`src/shared/ssd_pkg.sv`:
```
// Summary of operation
// RULE_01: mode field value one enables the sweep; any value except one or two is off.
// RULE_02: while sweep is selected, a sawtooth is added to the set value.
// RULE_03: mode field value two enables diameter correction of the ramp output.
// RULE_04: bits 7:4 select source: 0/1 second analog, 2 reserved, 3 digital, 4 auxiliary.
// RULE_05: digital source value is held within zero to one hundred percent.
// RULE_06: sweep amplitude is rate limited; ramp time is for a full 100 percent change.
// RULE_07: sweep period is a rise time plus a fall time, each 0 to 20.00 s.
// RULE_08: offset ramps linearly zero to amplitude over rise, back over fall, repeating.
// RULE_09: diameter signal is clamped to zero to one hundred percent.
// RULE_10: zero percent diameter leaves the ramp output speed unchanged.
// RULE_11: diameter ratio is accepted from 0.010 to 0.990 in steps of 0.001.
// RULE_12: output equals ramp speed over one plus diameter times (1/ratio minus one).
// RULE_13: diameter signal is rate limited by the shared ramp time, 0 to 20.00 s.
package ssd_pkg;
  // register indices on the plain register port
  localparam logic [2:0] REG_MODE = 3'h0;
  localparam logic [2:0] REG_DIGITAL = 3'h1;
  localparam logic [2:0] REG_RAMP_TIME = 3'h2;
  localparam logic [2:0] REG_RISE_TIME = 3'h3;
  localparam logic [2:0] REG_FALL_TIME = 3'h4;
  localparam logic [2:0] REG_RATIO = 3'h5;
  localparam logic [2:0] REG_STAT_SOURCE = 3'h6;
  localparam logic [2:0] REG_STAT_OFFSET = 3'h7;
  // mode register fields
  localparam int MODE_LSB = 0;
  localparam int MODE_MSB = 3;
  localparam int SRC_LSB = 4;
  localparam int SRC_MSB = 7;
  localparam logic [3:0] MODE_SWEEP = 4'h1;
  localparam logic [3:0] MODE_DIAM = 4'h2;
  localparam logic [3:0] SRC_AN2_A = 4'h0;
  localparam logic [3:0] SRC_AN2_B = 4'h1;
  localparam logic [3:0] SRC_DIGITAL = 4'h3;
  localparam logic [3:0] SRC_AUX = 4'h4;
  // scaling: 16'h4000 is 100 percent, times in 0.01 s, ratio in 0.001
  localparam logic signed [15:0] FULL_SCALE = 16'sh4000;
  localparam logic [15:0] TIME_MAX = 16'h07d0;
  localparam logic [15:0] RATIO_MIN = 16'h000a;
  localparam logic [15:0] RATIO_MAX = 16'h03de;
  localparam logic [10:0] RATIO_ONE = 11'h3e8;
  // reset values
  localparam logic [15:0] RST_MODE = 16'h0000;
  localparam logic [15:0] RST_DIGITAL = 16'h0000;
  localparam logic [15:0] RST_RAMP_TIME = 16'h0000;
  localparam logic [15:0] RST_RISE_TIME = 16'h0064;
  localparam logic [15:0] RST_FALL_TIME = 16'h0064;
  localparam logic [15:0] RST_RATIO = 16'h01f4;
  // timing: one time unit is 0.01 s
  localparam longint TIME_UNIT_NS = 10000000;
  localparam longint CLK_PERIOD_NS = 20;
  localparam int CYC_PER_UNIT_DEF = int'(TIME_UNIT_NS / CLK_PERIOD_NS);
  typedef enum logic {SSD_RISE, SSD_FALL} ssd_phase_t;
endpackage : ssd_pkg

```
`src/ssd_rate_limiter.sv`:
```
`timescale 1ns/1ps
module ssd_rate_limiter #(
  parameter int CYC_PER_UNIT = ssd_pkg::CYC_PER_UNIT_DEF
) (
  // clock and reset
  input wire logic clk,
  input wire logic rst_b,
  // target and ramp time in 0.01 s
  input wire logic signed [15:0] target,
  input wire logic [15:0] ramp_time,
  // limited value
  output logic signed [15:0] value_reg
);
  import ssd_pkg::*;

  logic [31:0] acc_reg;
  logic [31:0] acc_next;
  logic signed [15:0] value_next;
  wire [31:0] span = 32'(ramp_time) * 32'(CYC_PER_UNIT);
  wire [31:0] acc_sum = acc_reg + 32'(FULL_SCALE);
  wire at_target = (value_reg == target);
  wire step_now = (acc_sum >= span);

  // full scale per ramp time while span is at least full scale; a zero span jumps to the target, any other shorter span takes 16384 clocks at one count per clock
  always_comb begin
    value_next = value_reg;
    acc_next = acc_reg;
    if (span == 32'h0) begin
      value_next = target;
      acc_next = 32'h0;
    end else if (at_target) begin
      acc_next = 32'h0;
    end else if (step_now) begin
      acc_next = acc_sum - span;
      value_next = (target > value_reg) ? value_reg + 16'sh1 : value_reg - 16'sh1; // RULE_06 RULE_13
    end else begin
      acc_next = acc_sum;
    end
  end

  always_ff @(posedge clk) begin
    if (!rst_b) begin
      value_reg <= 16'sh0;
      acc_reg <= 32'h0;
    end else begin
      value_reg <= value_next;
      acc_reg <= acc_next;
    end
  end
endmodule : ssd_rate_limiter

```
`src/ssd_top.sv`:
```
`timescale 1ns/1ps
module ssd_top #(
  parameter int CYC_PER_UNIT = ssd_pkg::CYC_PER_UNIT_DEF
) (
  // clock and reset
  input wire logic clk,
  input wire logic rst_b,
  // register port
  input wire logic [2:0] addr,
  input wire logic [15:0] wr_data,
  input wire logic wr_stb,
  input wire logic rd_stb,
  output logic [15:0] rd_data,
  // set value path
  input wire logic signed [15:0] ramp_output_speed,
  input wire logic signed [15:0] second_analog_value,
  input wire logic signed [15:0] auxiliary_input_value,
  output logic signed [15:0] speed_setting,
  // status
  output logic sweep_active,
  output logic diam_active
);
  import ssd_pkg::*;

  localparam int NUM_W = 40;
  localparam int DEN_W = 25;
  // load at count 0, one shift per count 1..40 for all 40 numerator bits, result at 41
  localparam logic [5:0] DIV_STEPS = 6'd41;

  // register file
  logic [15:0] ext_function_mode_source_reg;
  logic [15:0] ext_function_digital_value_reg;
  logic [15:0] ext_function_ramp_time_reg;
  logic [15:0] sweep_rise_time_reg;
  logic [15:0] sweep_fall_time_reg;
  logic [15:0] diameter_ratio_reg;
  logic [15:0] rd_data_reg;

  wire wr_mode = wr_stb && (addr == REG_MODE);
  wire wr_digital = wr_stb && (addr == REG_DIGITAL);
  wire wr_ramp = wr_stb && (addr == REG_RAMP_TIME);
  wire wr_rise = wr_stb && (addr == REG_RISE_TIME);
  wire wr_fall = wr_stb && (addr == REG_FALL_TIME);
  wire wr_ratio = wr_stb && (addr == REG_RATIO);

  // out-of-range writes are clipped rather than refused, so software always sees a legal value
  wire signed [15:0] wr_signed = wr_data;
  wire [15:0] digital_clip = wr_signed < 16'sh0 ? 16'h0 :
    (wr_signed > FULL_SCALE ? 16'(FULL_SCALE) : wr_data); // RULE_05
  wire [15:0] time_clip = (wr_data > TIME_MAX) ? TIME_MAX : wr_data; // RULE_07
  wire [15:0] ratio_clip = (wr_data < RATIO_MIN) ? RATIO_MIN :
    ((wr_data > RATIO_MAX) ? RATIO_MAX : wr_data); // RULE_11

  always_ff @(posedge clk) begin
    if (!rst_b) begin
      ext_function_mode_source_reg <= RST_MODE;
      ext_function_digital_value_reg <= RST_DIGITAL;
      ext_function_ramp_time_reg <= RST_RAMP_TIME;
      sweep_rise_time_reg <= RST_RISE_TIME;
      sweep_fall_time_reg <= RST_FALL_TIME;
      diameter_ratio_reg <= RST_RATIO;
    end else begin
      if (wr_mode) ext_function_mode_source_reg <= wr_data;
      if (wr_digital) ext_function_digital_value_reg <= digital_clip;
      if (wr_ramp) ext_function_ramp_time_reg <= time_clip;
      if (wr_rise) sweep_rise_time_reg <= time_clip;
      if (wr_fall) sweep_fall_time_reg <= time_clip;
      if (wr_ratio) diameter_ratio_reg <= ratio_clip;
    end
  end

  // mode and source decode
  wire [3:0] mode_field = ext_function_mode_source_reg[MODE_MSB:MODE_LSB];
  wire [3:0] src_field = ext_function_mode_source_reg[SRC_MSB:SRC_LSB];
  wire sweep_on = (mode_field == MODE_SWEEP); // RULE_01
  wire diam_on = (mode_field == MODE_DIAM); // RULE_03

  // reserved and unlisted source codes give zero amplitude
  wire signed [15:0] src_raw =
    (src_field == SRC_AN2_A || src_field == SRC_AN2_B) ? second_analog_value :
    (src_field == SRC_DIGITAL) ? signed'(ext_function_digital_value_reg) :
    (src_field == SRC_AUX) ? auxiliary_input_value : 16'sh0; // RULE_04
  wire signed [15:0] src_clamped = (src_raw < 16'sh0) ? 16'sh0 :
    ((src_raw > FULL_SCALE) ? FULL_SCALE : src_raw); // RULE_09

  // one limiter serves both functions since only one can be active at a time
  logic signed [15:0] src_limited;
  ssd_rate_limiter #(
    .CYC_PER_UNIT(CYC_PER_UNIT)
  ) u_limiter (
    .clk(clk),
    .rst_b(rst_b),
    .target(src_clamped),
    .ramp_time(ext_function_ramp_time_reg),
    .value_reg(src_limited)
  );

  // sweep sawtooth
  ssd_phase_t phase_reg;
  logic [15:0] offset_reg;
  logic [31:0] sacc_reg;
  wire [15:0] amp = 16'(src_limited);
  wire [31:0] rise_span = 32'(sweep_rise_time_reg) * 32'(CYC_PER_UNIT);
  wire [31:0] fall_span = 32'(sweep_fall_time_reg) * 32'(CYC_PER_UNIT);
  wire [31:0] sacc_sum = sacc_reg + 32'(amp);
  wire rise_step = (sacc_sum >= rise_span);
  wire fall_step = (sacc_sum >= fall_span);

  // bresenham stepping: amplitude counts spread evenly over the span, no divider needed
  always_ff @(posedge clk) begin
    if (!rst_b || !sweep_on) begin
      phase_reg <= SSD_RISE;
      offset_reg <= 16'h0;
      sacc_reg <= 32'h0;
    end else begin
      unique case (phase_reg)
        SSD_RISE: begin
          if (offset_reg >= amp || rise_span == 32'h0) begin
            offset_reg <= amp; // RULE_08
            phase_reg <= SSD_FALL;
            sacc_reg <= 32'h0;
          end else if (rise_step) begin
            offset_reg <= offset_reg + 16'h1; // RULE_07 RULE_08
            sacc_reg <= sacc_sum - rise_span;
          end else begin
            sacc_reg <= sacc_sum;
          end
        end
        SSD_FALL: begin
          if (offset_reg > amp) begin
            offset_reg <= amp;
          end else if (offset_reg == 16'h0 || fall_span == 32'h0) begin
            offset_reg <= 16'h0; // RULE_08
            phase_reg <= SSD_RISE;
            sacc_reg <= 32'h0;
          end else if (fall_step) begin
            offset_reg <= offset_reg - 16'h1; // RULE_07 RULE_08
            sacc_reg <= sacc_sum - fall_span;
          end else begin
            sacc_reg <= sacc_sum;
          end
        end
      endcase
    end
  end

  // superimposed set value, saturated to the signed range
  wire signed [16:0] sweep_sum = 17'(ramp_output_speed) + 17'(signed'({1'b0, offset_reg})); // RULE_02
  wire signed [15:0] sweep_sat = (sweep_sum > 17'sh07fff) ? 16'sh7fff : 16'(sweep_sum);

  // diameter correction: out = in*R*FS / (R*FS + ds*(1000-R)), R in thousandths
  logic [NUM_W-1:0] num_reg;
  logic [DEN_W-1:0] rem_reg;
  logic [DEN_W-1:0] den_reg;
  logic [5:0] div_cnt_reg;
  logic neg_reg;
  logic ds_zero_reg;
  logic signed [15:0] in_lat_reg;
  logic signed [15:0] diam_speed_reg;

  wire [15:0] in_mag = ramp_output_speed[15] ? 16'(-ramp_output_speed) : ramp_output_speed;
  wire [9:0] ratio_q = diameter_ratio_reg[9:0];
  wire [NUM_W-1:0] num_load = (NUM_W'(in_mag) * NUM_W'(ratio_q)) << 14; // RULE_12
  wire [DEN_W-1:0] den_load = DEN_W'(ratio_q) * DEN_W'(FULL_SCALE) +
    DEN_W'(src_limited) * DEN_W'(RATIO_ONE - 11'(ratio_q)); // RULE_12
  wire [DEN_W:0] rem_shift = {rem_reg, num_reg[NUM_W-1]};
  wire rem_ge = rem_shift >= {1'b0, den_reg};
  wire div_done = (div_cnt_reg == DIV_STEPS);
  wire [15:0] quot = num_reg[15:0];

  always_ff @(posedge clk) begin
    if (!rst_b) begin
      num_reg <= '0;
      rem_reg <= '0;
      den_reg <= '0;
      div_cnt_reg <= 6'h0;
      neg_reg <= 1'b0;
      ds_zero_reg <= 1'b0;
      in_lat_reg <= 16'sh0;
      diam_speed_reg <= 16'sh0;
    end else if (div_cnt_reg == 6'h0) begin
      num_reg <= num_load;
      rem_reg <= '0;
      den_reg <= den_load;
      neg_reg <= ramp_output_speed[15];
      ds_zero_reg <= (src_limited == 16'sh0);
      in_lat_reg <= ramp_output_speed;
      div_cnt_reg <= 6'h1;
    end else if (div_done) begin
      diam_speed_reg <= neg_reg ? 16'(-quot) : 16'(quot); // RULE_10 RULE_12
      div_cnt_reg <= 6'h0;
    end else begin
      rem_reg <= rem_ge ? DEN_W'(rem_shift - {1'b0, den_reg}) : rem_shift[DEN_W-1:0];
      num_reg <= {num_reg[NUM_W-2:0], rem_ge};
      div_cnt_reg <= div_cnt_reg + 6'h1;
    end
  end

  // output selection
  logic signed [15:0] speed_setting_reg;
  logic sweep_active_reg;
  logic diam_active_reg;
  wire signed [15:0] speed_next = sweep_on ? sweep_sat :
    (diam_on ? diam_speed_reg : ramp_output_speed); // RULE_01 RULE_03

  always_ff @(posedge clk) begin
    if (!rst_b) begin
      speed_setting_reg <= 16'sh0;
      sweep_active_reg <= 1'b0;
      diam_active_reg <= 1'b0;
    end else begin
      speed_setting_reg <= speed_next;
      sweep_active_reg <= sweep_on;
      diam_active_reg <= diam_on;
    end
  end

  // read data stands only in the cycle after the strobe
  wire [15:0] rd_mux =
    (addr == REG_MODE) ? ext_function_mode_source_reg :
    (addr == REG_DIGITAL) ? ext_function_digital_value_reg :
    (addr == REG_RAMP_TIME) ? ext_function_ramp_time_reg :
    (addr == REG_RISE_TIME) ? sweep_rise_time_reg :
    (addr == REG_FALL_TIME) ? sweep_fall_time_reg :
    (addr == REG_RATIO) ? diameter_ratio_reg :
    (addr == REG_STAT_SOURCE) ? 16'(src_limited) : offset_reg;

  always_ff @(posedge clk) begin
    if (!rst_b) begin
      rd_data_reg <= 16'h0;
    end else begin
      rd_data_reg <= rd_stb ? rd_mux : 16'h0;
    end
  end

  assign rd_data = rd_data_reg;
  assign speed_setting = speed_setting_reg;
  assign sweep_active = sweep_active_reg;
  assign diam_active = diam_active_reg;
endmodule : ssd_top

```
`config.mk`:
```
export PLATFORM = sky130hd
export DESIGN_NAME = ssd_top
export DESIGN_NICKNAME = d
export VERILOG_FILES = /design/src/shared/ssd_pkg.sv /design/src/ssd_rate_limiter.sv /design/src/ssd_top.sv
export SDC_FILE = /design/constraint.sdc
export NUM_CORES = 2
export LEC_CHECK = 0
export ABC_CLOCK_PERIOD_IN_PS = 9220
export BUFFER_PORTS_ARGS = -buffer_cell sky130_fd_sc_hd__buf_4
export CORE_MARGIN = 2
export CORE_UTILIZATION = 30
export CTS_CLUSTER_DIAMETER = 200
export DETAILED_ROUTE_END_ITERATION = 16
export PLACE_DENSITY = 0.55
export SLEW_MARGIN = 20
export SYNTH_ARGS = -nofsm -noshare
export SYNTH_HDL_FRONTEND = slang
export SYNTH_SLANG_ARGS = --single-unit
```
`constraint.sdc`:
```
create_clock -name clk -period 9.22 [get_ports clk]
set_input_delay 1.383 -clock clk [delete_from_list [all_inputs] [get_ports clk]]
set_output_delay 1.383 -clock clk [all_outputs]
set_load 0.01 [all_outputs]
```
==> flow_summary.json <==
{
  "total_leakage_power_nw": 23.65,
  "tritoncts_clock_tree": "built",
  "areaGrowthSynthToFinish_pct": 10.58,
  "timing.setup.critical_path_class": "register to register",
  "rows": 143,
  "final_core_util": 0.3334,
  "drv_cap": 0,
  "setup_tns_after_final_layout_ns": 0,
  "synth.area.mux_share": 0.03637,
  "worst_clock_skew_ns": 0.05102,
  "boundaryPins": 105,
  "drcViolationCount": 0,
  "yosysSeqAreaShare": 0.1462,
  "core_mm2": 0.1517,
  "clock_sink_count": 334,
  "count_of_antenna_violating_nets_left_after_detailed_routing": 0,
  "max_slew_violation_total_from_the_final_report": 0,
  "cp-end-kind": "register",
  "worst_rel_slew_slack": 0.1814,
  "period_needed_ns": 8.659,
  "synth_simple_gate_area_frac": 0.1674,
  "yosys_warning_total": 0,
  "place.port_buffers": 104,
  "postCtsSetupRepairBufs": 0,
  "fillCellCount": 16090,
  "synth.avg_cell_area_um2": 8.359,
  "floorplan.die.width_um": 394.5,
  "drtIter0Drc": 3002,
  "largest_reg_flops": 40,
  "detail_route.vias_per_cell": 5.215,
  "maximum_fanout_encountered_on_the_critical_timing_path": 23,
  "async_reset_ff_frac": 0,
  "startpoint_type": "register",
  "rsz_0062_raised_after_global_routing": "false",
  "worst_skew_pair.late_latency_ns": 0.64,
  "grtUsageTotal": 0.1985,
  "switching_power_w": 0.007114,
  "setup_violations": 0,
  "seq_power_share": 0.122,
  "postCtsResizedCells": 0,
  "routability_cong": 0.9536,
  "synth-main-ff-cell": "sky130_fd_sc_hd__dfxtp_1",
  "synthDistinctLibCells": 92,
  "detailedPlacementHpwl_um": 125100,
  "post_synth_instance_area_mm2": 0.04575,
  "synth_fa_ha_area_frac": 0.3464,
  "maximum_clock_frequency_mhz": 115.5,
  "avgRoutedWirePerCell_um": 20.68,
  "worst_r2r_startpoint": "sweep_fall_time_reg[1]",
  "cts_root_buf": "sky130_fd_sc_hd__clkbuf_16",
  "postCtsHoldBufs": 0,
  "worst-endpoint-arrival_ns": 9.22,
  "clockBufferDepth": 3,
  "htreeDepth": 2,
  "post_synth_inst_count": 5473,
  "die_h_um": 394.5,
  "initial_cell_density_of_the_core": 0.3015,
  "hold_path.startpoint": "rem_reg[24]",
  "synth_enable_flop_cells": 0,
  "first_pass_iters": 9,
  "fin_nets": 6578,
  "grt_antenna_before_repair": 18,
  "die-area_mm2": 0.1556,
  "synthXorXnorAreaFrac": 0.06203,
  "critPathSlowestCell": "sky130_fd_sc_hd__dfxtp_1",
  "maximum_number_of_pins_on_one_net_before_global_route_repair": 97,
  "multi_input_gate_area_in_the_final_layout_mm2": 0.03560,
  "timing.critical_path.slowest_cell_delay_ns": 0.66,
  "totalWireLength_um": 156600,
  "power.clock.fraction": 0.132,
  "final-hold-violation-count": 0,
  "status": "complete, no violations",
  "power_switching_share": 0.4965,
  "area.sequential_mm2": 0.006686,
  "worstSetupStartpoint": "sweep_fall_time_reg[1]",
  "cts_inserted_buffers": 45,
  "dominant_combinational_cell_family_by_area_after_synthesis": "adder cells",
  "p_comb_frac": 0.746,
  "globalRouteOverflowTotal": 0,
  "grt_pass1_wl_um": 239400,
  "holdCritPathClass": "register to register",
  "internal_power_w": 0.007215,
  "grt_pass1_vias": 39070,
  "syn_nets": 6547,
  "required_time_of_the_worst_setup_path_ns": 9.78,
  "layout-drive-gt1-share": 0.06751,
  "min_period_over_period": 0.9392,
  "worst_setup_hold_path_clk_slew_ns": 0.06,
  "postSynthRegisterBits": 334,
  "routed-via-count": 39500,
  "powerDensity_mw_per_mm2": 283.2,
  "worst_margin_pin_slew_ns": 1.219,
  "synth_compound_gate_area_share": 0.1639,
  "max-vdd-ir-drop_mv": 0.4102
}
==> power by group through the flow <==
stage	sequential, W	combinational [W]	clock, W
after floorplan	0.00173	0.00784	0
after global placement	0.00177	0.0105	0
after detailed placement	0.00177	0.0106	0
after CTS	0.00174	0.0107	0.00195
after global routing	0.00176	0.0119	0.00200
final	0.00174	0.0107	0.00190
==> cells by family after synthesis <==
kind of cell,after synthesis
AOI/OAI and AO/OA,1146
xor gates and xnor gates,324
and+or+nand+nor,1606
DFF,334
adders and majority gates,1004
muxes,125
buffers and inverters,934
==> per-layer routing <==
| metal | track usage | up-vias | share of wire |
|---|---|---|---|
| met4 | 0.06134 | 16 | 0.032 |
| met2 | 0.3152 | 1240 | 0.45 |
| met1 | 0.2711 | 19340 | 0.45 |
| met3 | 0.03840 | 247 | 0.077 |
| met5 | 0 | - | 0.00059 |
| li1 | - | 18660 | - |
==> stage by stage <==
step                setup slack [ns]  instances  total power, W  instance area (µm²)  hold WS (ns)
finish                        0.5610       7574         0.01433                50590        0.4558
global route                  0.1804       7570         0.01569                50580        0.4837
floorplan                      1.334       5473        0.009574                45750        0.4276
detailed placement            0.6512       7486         0.01234                48970        0.4467
global placement              0.6678       7486         0.01229                48970        0.4354
CTS                           0.7148       7569         0.01438                50530        0.4555
==> cells in the mapped netlist (all sizes together) (14+ instances only) <==
| library cell | instances | area (µm²) |
|---|---|---|
| o221ai | 18 | 157.7 |
| nor3 | 83 | 415.4 |
| fa | 438 | 8768 |
| o31ai | 22 | 165.2 |
| xor2 | 106 | 928.4 |
| o21bai | 34 | 255.2 |
| nand3 | 92 | 470.5 |
| mux4 | 31 | 698.2 |
| or2 | 22 | 137.6 |
| a31oi | 40 | 250.2 |
| inv | 724 | 2718 |
| a21o | 92 | 690.7 |
| mux2i | 74 | 740.7 |
| or3 | 52 | 325.3 |
| a21oi | 319 | 1600 |
| mux2 | 20 | 225.2 |
| ha | 565 | 7069 |
| o211a | 41 | 410.4 |
| nand2b | 40 | 250.2 |
| nand4 | 45 | 287.8 |
| a21boi | 39 | 292.8 |
| nor2 | 320 | 1201 |
| and2 | 155 | 969.7 |
| a222oi | 16 | 160.2 |
| o211ai | 42 | 315.3 |
| clkbuf | 174 | 653.1 |
| o22ai | 14 | 87.58 |
| a211oi | 41 | 317.8 |
| o21ai | 249 | 1246 |
| xnor2 | 218 | 1909 |
| buf | 33 | 175.2 |
| o21a | 37 | 277.8 |
| and3 | 64 | 400.4 |
| nor2b | 70 | 437.9 |
| dfxtp | 334 | 6686 |
| a22oi | 23 | 172.7 |
| nand2 | 598 | 2245 |
==> worst paths after layout <==
check | end | slack, ns | depth (start not counted)
hold / removal | rem_reg[24] | 0.46 | 2
hold reg to reg | rem_reg[24] | 0.46 | 2
setup / recovery | sacc_reg[8] | 0.56 | 28
setup reg to reg | sacc_reg[8] | 0.56 | 28
==> placed cells by master, fill, tap and decap left out, types with 189 or more instances in the layout <==
| cell | instances |
|---|---|
| sky130_fd_sc_hd__nor2_1 | 319 |
| sky130_fd_sc_hd__buf_4 | 189 |
| sky130_fd_sc_hd__fa_1 | 438 |
| sky130_fd_sc_hd__o21ai_0 | 239 |
| sky130_fd_sc_hd__inv_1 | 724 |
| sky130_fd_sc_hd__ha_1 | 565 |
| sky130_fd_sc_hd__nand2_1 | 598 |
| sky130_fd_sc_hd__dfxtp_1 | 334 |
| sky130_fd_sc_hd__xnor2_1 | 215 |
| sky130_fd_sc_hd__a21oi_1 | 316 |
==> worst max-delay path, delay by kind of cell, from the launching register on <==
| kind | cells | cell delay [ns] |
|---|---|---|
| buffers and inverters | 6 | 0.68 |
| adders and majority gates | 8 | 3.21 |
| xor gates and xnor gates | 1 | 0.38 |
| muxes | 1 | 0.16 |
| AOI/OAI and AO/OA | 11 | 3.38 |
| and+or+nand+nor | 1 | 0.10 |
| DFF | 1 | 0.66 |
==> cell type report <==
| class | count | area share |
|---|---|---|
| clock buffer | 58 | 0.02441 |
| clock inverter | 25 | 0.006480 |
| antenna | 4 | 0.0001979 |
| multi-input combinational | 4205 | 0.7038 |
| sequential | 334 | 0.1322 |
| inverter | 727 | 0.05394 |
| tap | 2030 | 0.05021 |
| timing repair buffer | 191 | 0.02881 |
(Power assumes the default switching activity.)
